===== config.mk =====
export PLATFORM = sky130hd
export DESIGN_NAME = ied_detector
export DESIGN_NICKNAME = d
export VERILOG_FILES = /design/src/common/ied_pkg.sv /design/src/rtl/ied_detector.sv
export SDC_FILE = /design/constraint.sdc
export NUM_CORES = 1
export LEC_CHECK = 0
export ABC_AREA = 1
export ABC_CLOCK_PERIOD_IN_PS = 13900
export BUFFER_PORTS_ARGS = -buffer_cell sky130_fd_sc_hd__buf_2
export CAP_MARGIN = 25
export CORE_UTILIZATION = 50
export CTS_CLUSTER_SIZE = 12
export DETAILED_ROUTE_END_ITERATION = 6
export PLACE_DENSITY = 0.67
export SYNTH_ARGS = -nofsm -noshare
export SYNTH_HDL_FRONTEND = slang
export SYNTH_SLANG_ARGS = --single-unit

===== constraint.sdc =====
create_clock -name mclk_i -period 13.9 [get_ports mclk_i]
set_clock_uncertainty 0.1 [all_clocks]
set_input_delay 0.695 -clock mclk_i [delete_from_list [all_inputs] [get_ports mclk_i]]
set_output_delay 0.695 -clock mclk_i [all_outputs]
set_load 0.005 [all_outputs]

===== src/common/ied_pkg.sv =====
// Package for the inertial event detector: register map, fields, types
package ied_pkg;

   // ==========================================================
   // Register offsets
   localparam logic [7:0] ADDR_PWR_RATE  = 8'h20;
   localparam logic [7:0] ADDR_OUT_FMT   = 8'h21;
   localparam logic [7:0] ADDR_FILT_CLK  = 8'h22;
   localparam logic [7:0] ADDR_REF_CAPT  = 8'h23;
   localparam logic [7:0] ADDR_EVT_CFG   = 8'h30;
   localparam logic [7:0] ADDR_EVT_SRC   = 8'h31;
   localparam logic [7:0] ADDR_EVT_ACK   = 8'h32;
   localparam logic [7:0] ADDR_THS_LOW   = 8'h34;
   localparam logic [7:0] ADDR_THS_HIGH  = 8'h35;
   localparam logic [7:0] ADDR_MIN_DUR   = 8'h36;
   localparam logic [7:0] ADDR_IRQ_STS   = 8'h3A;
   localparam logic [7:0] ADDR_IRQ_CLR   = 8'h3B;
   localparam logic [7:0] ADDR_IRQ_EN    = 8'h3C;

   // ==========================================================
   // Reset values
   localparam logic [7:0] RST_PWR_RATE   = 8'h07;
   localparam logic [7:0] RST_FILT_CLK   = 8'h08;
   localparam logic [7:0] RST_ZERO       = 8'h00;

   // ==========================================================
   // Field positions
   localparam int PWR_LSB       = 6;
   localparam int FMT_IEN       = 3;
   localparam int FCC_HP_EVT    = 5;
   localparam int CFG_COMBINE   = 7;
   localparam int CFG_LATCH     = 6;
   localparam int SRC_ACTIVE    = 6;
   localparam int STS_EVENT     = 0;
   localparam int STS_REF       = 1;

   // ==========================================================
   // Filter and accumulator sizing
   localparam int AXES          = 3;
   localparam int FRAC_BITS     = 12;
   localparam int ACC_W         = 16 + FRAC_BITS;
   localparam int HP_SHIFT_BASE = 9;

   // ==========================================================
   // Types
   typedef logic signed [15:0] ied_axis_t;

   typedef struct packed {
      logic [AXES-1:0][15:0] axis;
   } ied_sample_t;

   typedef enum logic [1:0] {
      EV_IDLE  = 2'b00,
      EV_COUNT = 2'b01,
      EV_QUAL  = 2'b11
   } ied_state_t;

endpackage : ied_pkg


===== src/rtl/ied_detector.sv =====
// Inertial wake-up / free-fall event detector with register port
// ==========================================================
// Notes on behaviour
// - Wake-up: any enabled axis magnitude above threshold raises an event.
// - Latching holds the event on the ready/interrupt pin until acknowledged.
// - High-pass enabled: compare filtered component, not raw acceleration.
// - Reading the reference-capture register loads current sample as reference.
// - Reference capture accepted any time, effective at once.
// - Conditions lasting no more than the duration value in samples are ignored.
// - Duration zero: event on first sample meeting the condition.
// - Acknowledge read clears latched request and re-arms detection.
// - Source read returns which axis and direction caused the event.
// - Unlatched pin follows the condition; latched pin stays until acknowledge.
// - Combine bit zero ORs enabled axes; one needs all enabled axes.
//
// Added by the designer: the register offsets and the address-and-strobe port.
`timescale 1ns/1ps
`default_nettype none

module ied_detector (
   // Clock and reset
   input  wire logic                 mclk_i,
   input  wire logic                 rst_i,
   // Register port
   input  wire logic [7:0]           reg_addr_i,
   input  wire logic [7:0]           reg_wdata_i,
   input  wire logic                 reg_wr_i,
   input  wire logic                 reg_rd_i,
   output logic      [7:0]           reg_rdata_o,
   // Sample stream, one strobe per output-data period
   input  wire logic                 smp_valid_i,
   input  wire ied_pkg::ied_sample_t smp_i,
   // Pins
   output logic                      rdy_int_o,
   output logic                      irq_o
);
   import ied_pkg::*;

   // ==========================================================
   // Helpers
   function automatic logic [16:0] mag17(input logic signed [16:0] v);
      mag17 = v[16] ? 17'(-v) : v;
   endfunction : mag17

   function automatic logic is_addr(input logic [7:0] a, input logic [7:0] b);
      is_addr = (a == b);
   endfunction : is_addr

   // ==========================================================
   // Register storage
   logic [7:0]       pwr_rate_reg;
   logic [7:0]       out_fmt_reg;
   logic [7:0]       filt_clk_reg;
   logic [7:0]       evt_cfg_reg;
   logic [7:0]       ths_low_reg;
   logic [7:0]       ths_high_reg;
   logic [7:0]       min_dur_reg;
   logic [1:0]       irq_sts_reg;
   logic [1:0]       irq_en_reg;
   logic [5:0]       src_axes_reg;
   logic             latch_reg;
   logic [7:0]       cnt_reg;
   logic             pin_reg;
   logic [7:0]       rdata_reg;
   ied_state_t       state_reg;
   ied_state_t       state_next;
   logic signed [ACC_W-1:0] ref_reg [AXES];

   // ==========================================================
   // Decoded strobes and config
   logic        wr_ev;
   logic        ack_rd;
   logic        ref_rd;
   logic        src_rd;
   logic        powered;
   logic        smp_ev;
   logic        hp_evt_en;
   logic        combine_all;
   logic        latch_en;
   logic [15:0] ths;
   logic [5:0]  axis_en;
   logic [5:0]  hit;
   logic        cond;
   logic        qual_smp;
   logic        latch_set;

   assign wr_ev       = reg_wr_i;
   assign ack_rd      = reg_rd_i && is_addr(reg_addr_i, ADDR_EVT_ACK);
   assign ref_rd      = reg_rd_i && is_addr(reg_addr_i, ADDR_REF_CAPT);
   assign src_rd      = reg_rd_i && is_addr(reg_addr_i, ADDR_EVT_SRC);
   // Samples count only while the sensor is powered
   assign powered     = |pwr_rate_reg[7:PWR_LSB];
   assign smp_ev      = smp_valid_i && powered;
   assign hp_evt_en   = filt_clk_reg[FCC_HP_EVT];
   assign combine_all = evt_cfg_reg[CFG_COMBINE];
   assign latch_en    = evt_cfg_reg[CFG_LATCH];
   assign ths         = {ths_high_reg, ths_low_reg};
   assign axis_en     = evt_cfg_reg[5:0];

   // ==========================================================
   // Per-axis comparators
   logic [3:0] hp_shift;
   always_comb begin
      hp_shift = 4'(HP_SHIFT_BASE) + {2'b00, filt_clk_reg[1:0]};
   end

   always_comb begin
      logic signed [16:0] val;
      logic [16:0]        m;
      val = '0;
      m   = '0;
      hit = '0;
      for (int i = 0; i < AXES; i++) begin
         // Filtered value is sample minus tracked reference
         if (hp_evt_en) begin
            val = 17'($signed(smp_i.axis[i])) -
                  17'($signed(ref_reg[i][ACC_W-1:FRAC_BITS]));
         end else begin
            val = 17'($signed(smp_i.axis[i]));
         end
         m          = mag17(val);
         hit[2*i+1] = (m > {1'b0, ths});
         hit[2*i]   = (m < {1'b0, ths});
      end
   end

   always_comb begin
      if (combine_all) begin
         cond = (|axis_en) && (&(hit | ~axis_en));
      end else begin
         cond = |(hit & axis_en);
      end
   end

   // ==========================================================
   // High-pass reference
   always_ff @(posedge mclk_i) begin
      for (int i = 0; i < AXES; i++) begin
         if (rst_i) begin
            ref_reg[i] <= '0;
         end else if (ref_rd) begin
            // No settling: reference jumps straight to the sample
            ref_reg[i] <= {smp_i.axis[i], {FRAC_BITS{1'b0}}};
         end else if (smp_ev) begin
            // Signed step so a falling input pulls the reference down
            ref_reg[i] <= ref_reg[i] +
               ($signed({smp_i.axis[i], {FRAC_BITS{1'b0}}} - ref_reg[i]) >>> hp_shift);
         end
      end
   end

   // ==========================================================
   // Duration qualifier
   assign qual_smp = smp_ev && cond && (cnt_reg >= min_dur_reg);

   always_comb begin
      state_next = state_reg;
      case (state_reg)
         EV_IDLE: begin
            if (qual_smp) begin
               state_next = EV_QUAL;
            end else if (smp_ev && cond) begin
               state_next = EV_COUNT;
            end
         end
         EV_COUNT: begin
            if (qual_smp) begin
               state_next = EV_QUAL;
            end else if (smp_ev && !cond) begin
               state_next = EV_IDLE;
            end
         end
         EV_QUAL: begin
            if (smp_ev && !cond) begin
               state_next = EV_IDLE;
            end
         end
         default: begin
            state_next = EV_IDLE;
         end
      endcase
   end

   always_ff @(posedge mclk_i) begin
      if (rst_i) begin
         state_reg <= EV_IDLE;
      end else begin
         state_reg <= state_next;
      end
   end

   always_ff @(posedge mclk_i) begin
      if (rst_i) begin
         cnt_reg <= '0;
      end else if (smp_ev && !cond) begin
         cnt_reg <= '0;
      end else if (smp_ev && cnt_reg != 8'hFF) begin
         cnt_reg <= cnt_reg + 8'h01;
      end
   end

   // ==========================================================
   // Latch, source and pin
   // Set wins over acknowledge, so a simultaneous event is never lost
   assign latch_set = qual_smp && latch_en;

   always_ff @(posedge mclk_i) begin
      if (rst_i) begin
         latch_reg <= 1'b0;
      end else if (latch_set) begin
         latch_reg <= 1'b1;
      end else if (ack_rd || !latch_en) begin
         latch_reg <= 1'b0;
      end
   end

   // Source frozen while a latched request is pending
   always_ff @(posedge mclk_i) begin
      if (rst_i) begin
         src_axes_reg <= '0;
      end else if (qual_smp && (!latch_reg || ack_rd)) begin
         src_axes_reg <= hit & axis_en;
      end else if (ack_rd && !latch_set) begin
         src_axes_reg <= '0;
      end
   end

   always_ff @(posedge mclk_i) begin
      if (rst_i) begin
         pin_reg <= 1'b0;
      end else if (latch_en) begin
         pin_reg <= out_fmt_reg[FMT_IEN] && latch_reg;
      end else begin
         pin_reg <= out_fmt_reg[FMT_IEN] && (state_reg == EV_QUAL);
      end
   end
   assign rdy_int_o = pin_reg;

   // ==========================================================
   // Software registers
   always_ff @(posedge mclk_i) begin
      if (rst_i) begin
         pwr_rate_reg <= RST_PWR_RATE;
         out_fmt_reg  <= RST_ZERO;
         filt_clk_reg <= RST_FILT_CLK;
         evt_cfg_reg  <= RST_ZERO;
         ths_low_reg  <= RST_ZERO;
         ths_high_reg <= RST_ZERO;
         min_dur_reg  <= RST_ZERO;
         irq_en_reg   <= '0;
      end else if (wr_ev) begin
         case (reg_addr_i)
            ADDR_PWR_RATE: pwr_rate_reg <= reg_wdata_i;
            ADDR_OUT_FMT:  out_fmt_reg  <= reg_wdata_i;
            ADDR_FILT_CLK: filt_clk_reg <= reg_wdata_i;
            ADDR_EVT_CFG:  evt_cfg_reg  <= reg_wdata_i;
            ADDR_THS_LOW:  ths_low_reg  <= reg_wdata_i;
            ADDR_THS_HIGH: ths_high_reg <= reg_wdata_i;
            ADDR_MIN_DUR:  min_dur_reg  <= reg_wdata_i;
            ADDR_IRQ_EN:   irq_en_reg   <= reg_wdata_i[1:0];
            default: begin
            end
         endcase
      end
   end

   // ==========================================================
   // Interrupt status: sticky, write-one-to-clear, set wins
   logic [1:0] sts_set;
   logic [1:0] sts_clr;
   logic       ev_edge;
   assign ev_edge = (state_next == EV_QUAL) && (state_reg != EV_QUAL);
   assign sts_set = {ref_rd, ev_edge};
   assign sts_clr = (wr_ev && is_addr(reg_addr_i, ADDR_IRQ_CLR)) ? reg_wdata_i[1:0] : 2'b00;

   always_ff @(posedge mclk_i) begin
      if (rst_i) begin
         irq_sts_reg <= '0;
      end else begin
         irq_sts_reg <= sts_set | (irq_sts_reg & ~sts_clr);
      end
   end
   assign irq_o = |(irq_sts_reg & irq_en_reg);

   // ==========================================================
   // Read data, valid in the cycle after the strobe
   always_ff @(posedge mclk_i) begin
      if (rst_i) begin
         rdata_reg <= '0;
      end else if (reg_rd_i) begin
         case (reg_addr_i)
            ADDR_PWR_RATE: rdata_reg <= pwr_rate_reg;
            ADDR_OUT_FMT:  rdata_reg <= out_fmt_reg;
            ADDR_FILT_CLK: rdata_reg <= filt_clk_reg;
            ADDR_EVT_CFG:  rdata_reg <= evt_cfg_reg;
            ADDR_EVT_SRC:  rdata_reg <= {1'b0, latch_reg || state_reg == EV_QUAL,
                                         src_axes_reg};
            ADDR_THS_LOW:  rdata_reg <= ths_low_reg;
            ADDR_THS_HIGH: rdata_reg <= ths_high_reg;
            ADDR_MIN_DUR:  rdata_reg <= min_dur_reg;
            ADDR_IRQ_STS:  rdata_reg <= {6'h00, irq_sts_reg};
            ADDR_IRQ_EN:   rdata_reg <= {6'h00, irq_en_reg};
            default:       rdata_reg <= 8'h00;
         endcase
      end else begin
         rdata_reg <= 8'h00;
      end
   end
   assign reg_rdata_o = rdata_reg;
endmodule : ied_detector

`default_nettype wire

# Yosys cells after proc, flatten, opt, wreduce, memory -nomap -nowiden
# Memories as Yosys holds them, arrays and structs flattened.
# Cells that the tools add are included.
# W data, S select, Z words.
# word_totals
register_bits	86
mem_bits_rw	84
input_bits	69
elab_cells	146
memories	1
# op_classes
add_sub_neg	14
order_cmp	7
eq_ne	18
shift	3
muxes	34
bitwise	14
n_reduce_logical	40
# mem_list
memory	words	word_bits	read_ports	rd_ports_with_merged_regs	wr	line	rtl
ref_reg	3	28	3	0	3	ied_detector.sv:67	logic signed [ACC_W-1:0] ref_reg [AXES];
# op_table
operator	count
$mux W28	6
$eq A8 B6 Y1 const B	13
$mux W17	6
$add A28 B28 Y28	3
$sshr A28 B4 Y28	3
$sub A28 B28 Y28	3
$pmux W8 S10	1
$gt A17 B16 Y1	3
$lt A17 B16 Y1	3
$neg A17 Y17	3
$sub A16 B16 Y17	3
$reduce_and A2 Y1	8
$logic_and A1 B1 Y1	15
$mux W1	13
$mux W6	2
$reduce_or A6 Y1	2
$mux W2	5
$add A8 B1 Y8 const B	1
$ge A8 B8 Y1	1
$ne A8 B8 Y1 const B	1
$reduce_or A2 Y1	4
$and A6 B6 Y6	1
$not A6 Y6	1
$or A1 B1 Y1	6
other kinds (15)	23

# Longest topological paths before layout
# Gate-level depths: netlist of run 1.
# depth
ltp_word	17
depth_mapped	42
ltp_nobuf	42

# Worst setup path before layout of run 1
# No wires, ideal clock.
# synth_path
path_kind	input -> register
from	input smp_i[32] (netlist bit)
to	memory ref_reg[2][20] (netlist bit) (data pin)
setup_ps	255
t_arrival_ps	4545
required_time_ps	13545
slack_ps	9000
cell_stages	25
cell_sequence	inv_1 > ha_1 > a21oi_2 > inv_2 > a21oi_1 > o21ai_1 > xor2_1 > inv_1 > o21ai_0 > o21ai_0 > o21ai_0 > fa_1 > nand2_1 > o21ai_1 > a21oi_1 > o21ai_1 > a21boi_0 > o21ai_1 > a21boi_0 > o21ai_1 > a21boi_2 > o21ai_0 > xor2_1 > o21ai_0 > inv_1
# synth_rtl
item	line	rtl
start: declaration	ied_detector.sv:32	input wire ied_pkg::ied_sample_t smp_i,
end: declaration	ied_detector.sv:67	

==> results.json, run 1 <==
{
  "outcome": "completed",
  "viasPerCell": 5.55,
  "syn_nets": 3445,
  "cp-end-kind": "flip-flop",
  "fin_cells": 3747,
  "cp_max_fo": 59,
  "met2_usage": 0.473,
  "synth-main-ff-cell": "dfxtp_1",
  "synthDominantCellAreaShare": 0.151,
  "gp_congestion": 0.975,
  "clockBufferDepth": 2,
  "grt_pass1_wl_mm": 101,
  "p_total_mw": 1.78,
  "grt_max_degree": 68,
  "fillers": 4087,
  "clock_latency_ps": 500,
  "cts.sinks": 170,
  "yosysSeqAreaShare": 0.211,
  "rsz0062_at_grt": "false",
  "critical_path_class": "reg2reg",
  "start_util": 0.506,
  "drive_above_1_share": 0.0823,
  "period_needed_ps": 6730,
  "arrival_ps": 6890,
  "synth_edf_count": 84,
  "yosys.area.top_type": "nand2_1",
  "slew_headroom": 0.346,
  "grt.busiest_layer": "met2",
  "synth_cells": 3177,
  "met3_usage": 0.0485,
  "grt_pass1_vias": 19300,
  "hpwl_mm": 49.7,
  "synthMostInstantiatedCell": "nand2_1",
  "p_leak_nw": 10.6,
  "post-route-period-util": 0.484,
  "netlist_top_cells_area": "nand2_1 15%, edfxtp_1 13%, ha_1 12%",
  "whs_ps": 359,
  "dieArea_um2": 40900,
  "yosysWarnings": 0,
  "cts_tree": "built",
  "final_core_util": 0.543,
  "cts_buffers": 17,
  "vdd.ir_drop.worst_mv": 0.104,
  "fp.dieW_um": 202,
  "largest_register_ffs": 84,
  "met1_usage": 0.447,
  "maxClockFrequency_ghz": 0.149,
  "cts_resized": 0,
  "synth.distinct_cells": 64,
  "synth.cell_area_um2": 20100,
  "p_per_area_nw_per_um2": 82.9,
  "path_clk_slew_ps": 80,
  "drtPass1Iterations": 6,
  "setup_viol": 0,
  "routedWlPerCell_um": 16.9,
  "cts_hold_buf": 0,
  "worstPathRequired_ps": 14060,
  "core_um2": 39600,
  "cp-start-kind": "flip-flop",
  "overflow": 0,
  "initialDrtViolationCount": 1871,
  "hp-class": "reg2reg",
  "nets": 3476,
  "portBuffers": 78,
  "area_growth_pct": 7.20,
  "die_h_um": 202,
  "final.setup.tns_ps": 0,
  "hold_viol_final": 0,
  "grt_usage": 0.312,
  "design.portCount": 79,
  "placed_cells": 3714,
  "root_buffer": "clkbuf_16",
  "antenna_found_initial": 1,
  "vias": 20800,
  "htreeDepth": 4,
  "drt-total-wl_mm": 63.2,
  "synth_commonest_cells": "805 x nand2_1, 483 x inv_1, 287 x o21ai_0",
  "async_flop_share": 0,
  "remaining_drc_errors": 0,
  "ant_nets": 0,
  "maxSlewViolCount": 0,
  "maxCapViolations": 0,
  "syn_area_per_cell_um2": 6.32,
  "num_rows": 73,
  "worst_slew_pin_slew_ps": 980,
  "post-cts-setup-buffers": 0,
  "ys_ff_latch": 170
}
## metrics by stage
stage | worst slack [ps] | instance area, µm²
6_report | 7170 | 21500
5_1_grt | 6490 | 21500
4_1_cts | 7230 | 21500
3_5_place_dp | 7240 | 20900
3_3_place_gp | 7520 | 20900
2_1_floorplan | 9000 | 20100
## worst paths after layout
kind / start / cells after the start / slack, ps / end
max: filt_clk_reg[0] / 23 / 7170 / ref_reg[1][24]
max reg2reg: filt_clk_reg[0] / 23 / 7170 / ref_reg[1][24]
min: filt_clk_reg[7] / 2 / 360 / filt_clk_reg[7]
min reg2reg: filt_clk_reg[7] / 2 / 360 / filt_clk_reg[7]
## worst max-delay path, cell delays in order, from the launching register on
cell and delay [ps]:
dfxtp_2 970, ha_2 950, clkinv_1 660, buf_4 430, o21ai_0 240, o21ai_0 130, ha_1 250, fa_1 410
nand2_1 80, inv_1 40, o21ai_0 140, nand2_1 110, nand3_1 80, nand2_1 120, a21oi_1 290, inv_1 130
a21oi_1 180, inv_1 80, a21oi_1 260, inv_1 110, a21oi_1 290, o21a_1 180, xnor2_1 60, a22o_1 170
## report_power, final
| group | switching [mW] | leakage (nW) | total, mW | internal, mW |
|---|---|---|---|---|
| logic | 0.481 | 8.74 | 0.724 | 0.243 |
| registers | 0.00759 | 1.56 | 0.542 | 0.534 |
| clock network | 0.256 | 0.298 | 0.519 | 0.262 |
| total | 0.745 | 10.6 | 1.78 | 1.04 |
## metal layers
metal / routed length, µm / part of all wire / vias to the layer above
li1: - / - / 10500
met1: 30700 / 0.48 / 9542
met2: 26700 / 0.42 / 639
met3: 4240 / 0.067 / 85
met4: 1660 / 0.026 / 0
met5: 0 / 0 / -
## cell families after synthesis
logic type / count (synthesis) / synth area share
AO/OA/AOI/OAI: 718 / 0.198
XOR/XNOR: 122 / 0.0544
adder cells (fa/ha/maj): 199 / 0.126
buffers and inverters: 601 / 0.114
flip-flops: 170 / 0.211
multiplexers: 15 / 0.00748
AND/OR/NAND/NOR: 1352 / 0.289
## layout make-up
| class | instances | area [µm²] | share of cell area |
|---|---|---|---|
| Antenna cell | 1 | 2.50 | 0.000116 |
| Clock buffer | 18 | 439 | 0.0204 |
| Clock inverter | 14 | 168 | 0.00779 |
| Inverter | 521 | 1960 | 0.0909 |
| Multi-Input combinational cell | 2406 | 13500 | 0.630 |
| Sequential cell | 170 | 4250 | 0.197 |
| Tap cell | 525 | 657 | 0.0305 |
| Timing Repair Buffer | 92 | 495 | 0.0230 |
## cells in the final DEF (no fill, tap or decap), types with 8 or more instances in the layout
| cell type | instances |
|---|---|
| a21oi_1 | 268 |
| a31oi_1 | 15 |
| buf_2 | 78 |
| buf_4 | 14 |
| clkbuf_16 | 17 |
| clkinv_1 | 8 |
| dfxtp_1 | 84 |
| edfxtp_1 | 84 |
| ha_1 | 192 |
| inv_1 | 479 |
| inv_2 | 34 |
| mux2i_1 | 15 |
| nand2_1 | 805 |
| nand2_2 | 23 |
| nand3_1 | 205 |
| nand3_2 | 10 |
| nand4_1 | 27 |
| nor2_1 | 195 |
| nor2_2 | 26 |
| nor3_1 | 16 |
| nor4_1 | 9 |
| o211ai_1 | 14 |
| o21a_1 | 16 |
| o21ai_0 | 287 |
| o21ai_1 | 25 |
| o21ai_2 | 9 |
| o21bai_1 | 13 |
| o221ai_1 | 9 |
| o22ai_1 | 25 |
| or2_2 | 8 |
| xnor2_1 | 28 |
| xor2_1 | 91 |
(Power assumes the default switching activity.)
==> run 2, diff against run 1 <==
--- a/config.mk
+++ b/config.mk
@@ -5,8 +5,8 @@
 export SDC_FILE = /design/constraint.sdc
 export NUM_CORES = 1
 export LEC_CHECK = 0
-export ABC_AREA = 1
-export ABC_CLOCK_PERIOD_IN_PS = 13900
+export ABC_AREA = 0
+export ABC_CLOCK_PERIOD_IN_PS = 7000
 export BUFFER_PORTS_ARGS = -buffer_cell sky130_fd_sc_hd__buf_2
 export CAP_MARGIN = 25
 export CORE_UTILIZATION = 50
==> constraint.sdc (replaced) <==
create_clock -name mclk_i -period 7 [get_ports mclk_i]
set_clock_uncertainty 0.1 [all_clocks]
set_input_delay 0.35 -clock mclk_i [delete_from_list [all_inputs] [get_ports mclk_i]]
set_output_delay 0.35 -clock mclk_i [all_outputs]
set_load 0.005 [all_outputs]
==> results.json, run 2 <==
{
  "outcome": "completed",
  "vdd.ir_drop.worst_mv": 0.207,
  "ant_nets": 0,
  "cts_buffers": 17,
  "synth-main-ff-cell": "dfxtp_1",
  "grt_max_degree": 86,
  "remaining_drc_errors": 0,
  "clockBufferDepth": 2,
  "arrival_ps": 6630,
  "drive_above_1_share": 0.0806,
  "core_um2": 39700,
  "yosysSeqAreaShare": 0.211,
  "grt_pass1_vias": 18800,
  "dieArea_um2": 41100,
  "die_h_um": 203,
  "hold_viol_final": 0,
  "root_buffer": "clkbuf_16",
  "critical_path_class": "reg2reg",
  "synthDominantCellAreaShare": 0.125,
  "worstPathRequired_ps": 7120,
  "p_leak_nw": 8.87,
  "routedWlPerCell_um": 20.8,
  "fp.dieW_um": 203,
  "vias": 19700,
  "mostFrequentLayoutCells": "244 x nand2_1, 244 x nor2_1, 195 x a21oi_1",
  "start_util": 0.507,
  "synth_cells": 2592,
  "worst_path_most_repeated_cell": "a21o_1",
  "slew_headroom": 0.344,
  "fin_cells": 3117,
  "cts.sinks": 170,
  "worstPathCellList": "ha_1 > nor2b_1 > a41oi_1 > o21bai_1 > a21o_1 > a21o_1 > a21oi_1 > xor2_1 > inv_1 > nand2_1 > o2bb2ai_1 > a21oi_1 > ha_1 > a21o_1 > a21o_1 > a21oi_1 > o21ai_0 > and3_1 > a221o_1 > a2111oi_0 > nor2_1 > a31oi_1 > xnor2_1 > o21ai_0",
  "area_growth_pct": 6.75,
  "nets": 2847,
  "ys_ff_latch": 170,
  "syn_nets": 2860,
  "num_rows": 73,
  "htreeDepth": 4,
  "hp-class": "in2reg",
  "cp-end-kind": "flip-flop",
  "path_clk_slew_ps": 70,
  "clock_latency_ps": 500,
  "drt-total-wl_mm": 64.7,
  "maxCapViolations": 0,
  "netlist_top_cells_area": "edfxtp_1 13%, ha_1 12%, dfxtp_1 8.5%",
  "crit_buf_inv": 1,
  "rsz0062_at_grt": "false",
  "hpwl_mm": 49.8,
  "period_needed_ps": 6520,
  "post-route-period-util": 0.931,
  "num_antenna_cells": 0,
  "maxClockFrequency_ghz": 0.153,
  "largest_register_ffs": 84,
  "syn_area_per_cell_um2": 7.78,
  "critPathSlowestCell": "a2111oi_0",
  "p_per_area_nw_per_um2": 162,
  "synth.distinct_cells": 96,
  "drtPass1Iterations": 6,
  "crit_family": "compound AO/OA/AOI/OAI gates",
  "cts_tree": "built",
  "slowest_delay_ps": 600,
  "synth_commonest_cells": "246 x nand2_1, 244 x nor2_1, 195 x a21oi_1",
  "cp_max_fo": 11,
  "overflow": 0,
  "synth_edf_count": 84,
  "synth.cell_area_um2": 20200,
  "async_flop_share": 0,
  "final.setup.tns_ps": 0,
  "placed_cells": 3083,
  "synthMostInstantiatedCell": "nand2_1",
  "viasPerCell": 6.32,
  "cts_hold_buf": 0,
  "worst_slew_pin_slew_ps": 984,
  "design.portCount": 79,
  "yosys.area.top_type": "edfxtp_1",
  "initialDrtViolationCount": 1843,
  "grt_usage": 0.314,
  "grt_pass1_wl_mm": 102,
  "setup_viol": 0,
  "yosysWarnings": 0,
  "cp-start-kind": "flip-flop",
  "gp_congestion": 0.987,
  "antenna_found_initial": 0,
  "maxSlewViolCount": 0,
  "portBuffers": 78
}
-- run 2: final cells by class --
type | count | area (µm²)
fill | 3782 | 18200
clock inverter | 14 | 176
timing repair buffer | 105 | 626
clock buffer | 18 | 429
tap | 525 | 657
sequential | 170 | 4250
inverter | 127 | 477
multi-input combinational | 2158 | 14900
-- run 2: timing repair --
action | CTS | global route
gates resized for setup | 0 | 2
endpoints found under the setup margin | 0 | 2
hold endpoints to repair | 0 | 0
setup buffers | 0 | 0
-- run 2: layer usage --
metal | routed length [µm] | global-route usage
met5 | 0 | 0
met1 | 27900 | 0.399
met2 | 30700 | 0.530
met4 | 2290 | 0.123
met3 | 3760 | 0.0483
-- run 2: cells by family after synthesis --
| logic type | after synthesis | synth area share |
|---|---|---|
| simple gates | 853 | 0.202 |
| compound gates | 770 | 0.252 |
| buf+inv | 264 | 0.0513 |
| fa+ha+maj | 199 | 0.126 |
| xor+xnor | 185 | 0.0804 |
| flops | 170 | 0.211 |
| mux | 151 | 0.0774 |
-- run 2: path summary, 6_finish.rpt --
check                       start  cells past startpoint  slack (ps)         endpoint
setup / recovery   ref_reg[2][12]                     24         480   ref_reg[2][27]
setup reg to reg   ref_reg[2][12]                     24         480   ref_reg[2][27]
hold / removal          smp_i[47]                      3          70   ref_reg[2][27]
hold reg to reg   pwr_rate_reg[4]                      2         370  pwr_rate_reg[4]
-- run 2: per-stage QoR --
step | util | hold WS (ps) | area (µm²) | total power [mW] | setup WS (ps)
finish | 0.542 | 73.9 | 21500 | 3.50 | 484
CTS | 0.540 | 29.7 | 21500 | 3.51 | 556
global route | 0.542 | 74.4 | 21500 | 3.70 | 70.7
global placement | 0.525 | 342 | 20900 | 2.46 | 522
detailed placement | 0.525 | 355 | 20900 | 2.48 | 511
floorplan | - | 336 | 20200 | 2.15 | 1300
-- run 2: power breakdown --
part | switching, mW | leakage (nW) | internal, mW | total, mW
clock network | 0.493 | 0.289 | 0.510 | 1.00
logic | 0.854 | 7.02 | 0.565 | 1.42
registers | 0.0164 | 1.56 | 1.06 | 1.08
total | 1.36 | 8.87 | 2.13 | 3.50
-- run 2: worst min-delay path, stage by stage --
cell and delay (ps):
buf_2 110, nand2_1 40, o21ai_0 60
==> run 3, diff against run 2 <==
--- a/config.mk
+++ b/config.mk
@@ -9,10 +9,13 @@
 export ABC_CLOCK_PERIOD_IN_PS = 7000
 export BUFFER_PORTS_ARGS = -buffer_cell sky130_fd_sc_hd__buf_2
 export CAP_MARGIN = 25
-export CORE_UTILIZATION = 50
+export CELL_PAD_IN_SITES_DETAIL_PLACEMENT = 2
+export CELL_PAD_IN_SITES_GLOBAL_PLACEMENT = 2
+export CORE_MARGIN = 2
+export CORE_UTILIZATION = 39
 export CTS_CLUSTER_SIZE = 12
 export DETAILED_ROUTE_END_ITERATION = 6
-export PLACE_DENSITY = 0.67
+export PLACE_DENSITY_LB_ADDON = 0.1
 export SYNTH_ARGS = -nofsm -noshare
 export SYNTH_HDL_FRONTEND = slang
 export SYNTH_SLANG_ARGS = --single-unit
==> results.json, run 3 (synthesis results as in run 2) <==
{
  "worstPathCellList": "inv_1 > ha_1 > a21oi_1 > o221ai_1 > xor2_1 > mux2i_1 > nand4_1 > nor4_1 > and3_1 > a31oi_1 > xnor2_1 > ha_1 > nand3_1 > a31oi_1 > a211oi_1 > a21oi_1 > a221oi_1 > nand4_1 > o211ai_2 > mux2i_1",
  "drt-total-wl_mm": 80.6,
  "worstReg2RegEnd": "src_axes_reg[5]",
  "switchingPower_mw": 1.47,
  "maxSlewViolCount": 0,
  "reg2reg_slack_ps": 390,
  "cts_buffers": 17,
  "hpwl_mm": 62.8,
  "mostFrequentLayoutCells": "244 x nor2_1, 243 x nand2_1, 195 x a21oi_1",
  "rsz0062_at_grt": "false",
  "cts.sinks": 170,
  "drive_above_1_share": 0.0814,
  "remaining_drc_errors": 0,
  "grt_usage": 0.302,
  "hp-class": "in2reg",
  "p_comb_frac": 0.417,
  "worstPathRequired_ps": 7320,
  "min_to": "ref_reg[2][27]",
  "ff2ff_path_depth": 20,
  "nets": 2848,
  "routedWlPerCell_um": 24.6,
  "die_h_um": 231,
  "maxCapViolations": 0,
  "sequentialPowerShare": 0.298,
  "gp_congestion": 0.918,
  "setup_viol": 0,
  "fp.dieW_um": 231,
  "whs_path_depth": 3,
  "grt_max_degree": 58,
  "grt_pass1_wl_mm": 126,
  "outcome": "completed",
  "final.setup.tns_ps": 0,
  "path_clk_slew_ps": 80,
  "area_growth_pct": 7.79,
  "cp-start-kind": "flip-flop",
  "clockPowerShare": 0.285,
  "drtPass1Iterations": 5,
  "maxClockFrequency_ghz": 0.151,
  "clock_latency_ps": 510,
  "clockBufferDepth": 2,
  "cp-end-kind": "flip-flop",
  "post-route-period-util": 0.944,
  "vias": 20300,
  "hold_viol_final": 0,
  "crit_family": "compound AO/OA/AOI/OAI gates",
  "viasPerCell": 6.20,
  "root_buffer": "clkbuf_16",
  "fin_cells": 3274,
  "overflow": 0,
  "critical_path_class": "reg2reg",
  "design.portCount": 79,
  "start_util": 0.394,
  "layout_commonest_cell": "nor2_1",
  "slowest_delay_ps": 540,
  "period_needed_ps": 6610,
  "htreeDepth": 4,
  "dieArea_um2": 53500,
  "initialDrtViolationCount": 1053,
  "portBuffers": 78,
  "largest_register_ffs": 84,
  "reg2reg_from": "ref_reg[0][17]",
  "p_per_area_nw_per_um2": 166,
  "p_leak_nw": 8.87,
  "hold_path_startpoint": "smp_i[47]",
  "core_um2": 51200,
  "ant_nets": 0,
  "p_int_mw": 2.15,
  "worst_slew_pin_slew_ps": 931,
  "placed_cells": 3241,
  "antenna_found_initial": 2,
  "crit_buf_inv": 1,
  "num_rows": 83,
  "grt_pass1_vias": 21600,
  "slew_headroom": 0.379,
  "fillers": 5926,
  "switching_share": 0.406,
  "arrival_ps": 6930,
  "cts_tree": "built",
  "cts_hold_buf": 0,
  "cp_max_fo": 8,
  "vdd.ir_drop.worst_mv": 0.169,
  "critPathSlowestCell": "a211oi_1"
}
## run 3: changes by cell type in the layout (fill, tap and decap cells not counted), moves of 2 or more
cell and change:
clkbuf_16 +2, clkinv_8 -3, dfxtp_2 -2, dfxtp_4 +2, inv_6 +2
## run 3: through the flow
step | cell area, µm² | util | hold WS (ps) | setup slack [ps] | power (mW)
6_report | 21700 | 0.424 | 70.5 | 390 | 3.61
5_1_grt | 21700 | 0.424 | 71.7 | 16.3 | 3.83
4_1_cts | 21700 | 0.424 | 54.3 | 389 | 3.61
3_5_place_dp | 21100 | 0.412 | 350 | 365 | 2.58
3_3_place_gp | 21100 | 0.412 | 344 | 576 | 2.51
2_1_floorplan | 20200 | - | 336 | 1300 | 2.15
## run 3: final cells by class
class,count,area (µm²),area share
Sequential cell,170,4250,0.196
Clock buffer,21,483,0.0222
Timing Repair Buffer,106,626,0.0288
Inverter,127,477,0.0219
Antenna cell,1,2.50,0.000115
Multi-Input combinational cell,2158,14900,0.687
Tap cell,680,851,0.0392
Clock inverter,11,113,0.00518
## run 3: worst reg2reg max path, stage by stage, from the launching register on
cell and delay [ps]:
edfxtp_1 410, inv_1 140, ha_1 340, a21oi_1 370, o221ai_1 330, xor2_1 230, mux2i_1 450, nand4_1 260
nor4_1 440, and3_1 240, a31oi_1 100, xnor2_1 330, ha_1 320, nand3_1 130, a31oi_1 70, a211oi_1 540
a21oi_1 180, a221oi_1 410, nand4_1 300, o211ai_2 520, mux2i_1 320
## run 3: worst max path at each step
| stage | end | start | cells after the start | slack (ps) |
|---|---|---|---|---|
| finish | src_axes_reg[5] | ref_reg[0][17] | 20 | 390 |
| CTS | ref_reg[0][20] | ref_reg[0][2] | 23 | 390 |
| floorplan | ref_reg[1][19] | ref_reg[1][2] | 22 | 1300 |
| global placement | ref_reg[0][20] | ref_reg[0][2] | 23 | 580 |
| detailed placement | cnt_reg[6] | smp_i[36] | 23 | 360 |
| global route | cnt_reg[4] | ref_reg[2][16] | 23 | 20 |
## run 3: metal layers
metal	share of wire	GRT usage	wire, µm	up-vias
met5	0.00011	0	9	-
met4	0.028	0.0994	2260	2
met3	0.034	0.0343	2760	111
met2	0.49	0.531	39700	372
met1	0.44	0.382	35900	10300
li1	-	-	-	9489
## run 3: power by group through the flow
stage                     registers, mW  logic, mW  clock network [mW]
after floorplan                    1.09       1.06                   0
after global placement             1.10       1.42                   0
after detailed placement           1.10       1.48                   0
after CTS                          1.07       1.50                1.04
after global routing               1.08       1.66                1.08
final                              1.07       1.51                1.03
## run 3: timing repair
action	CTS	global route
setup buffers	0	0
resized for setup	0	5
setup endpoints to repair	0	25
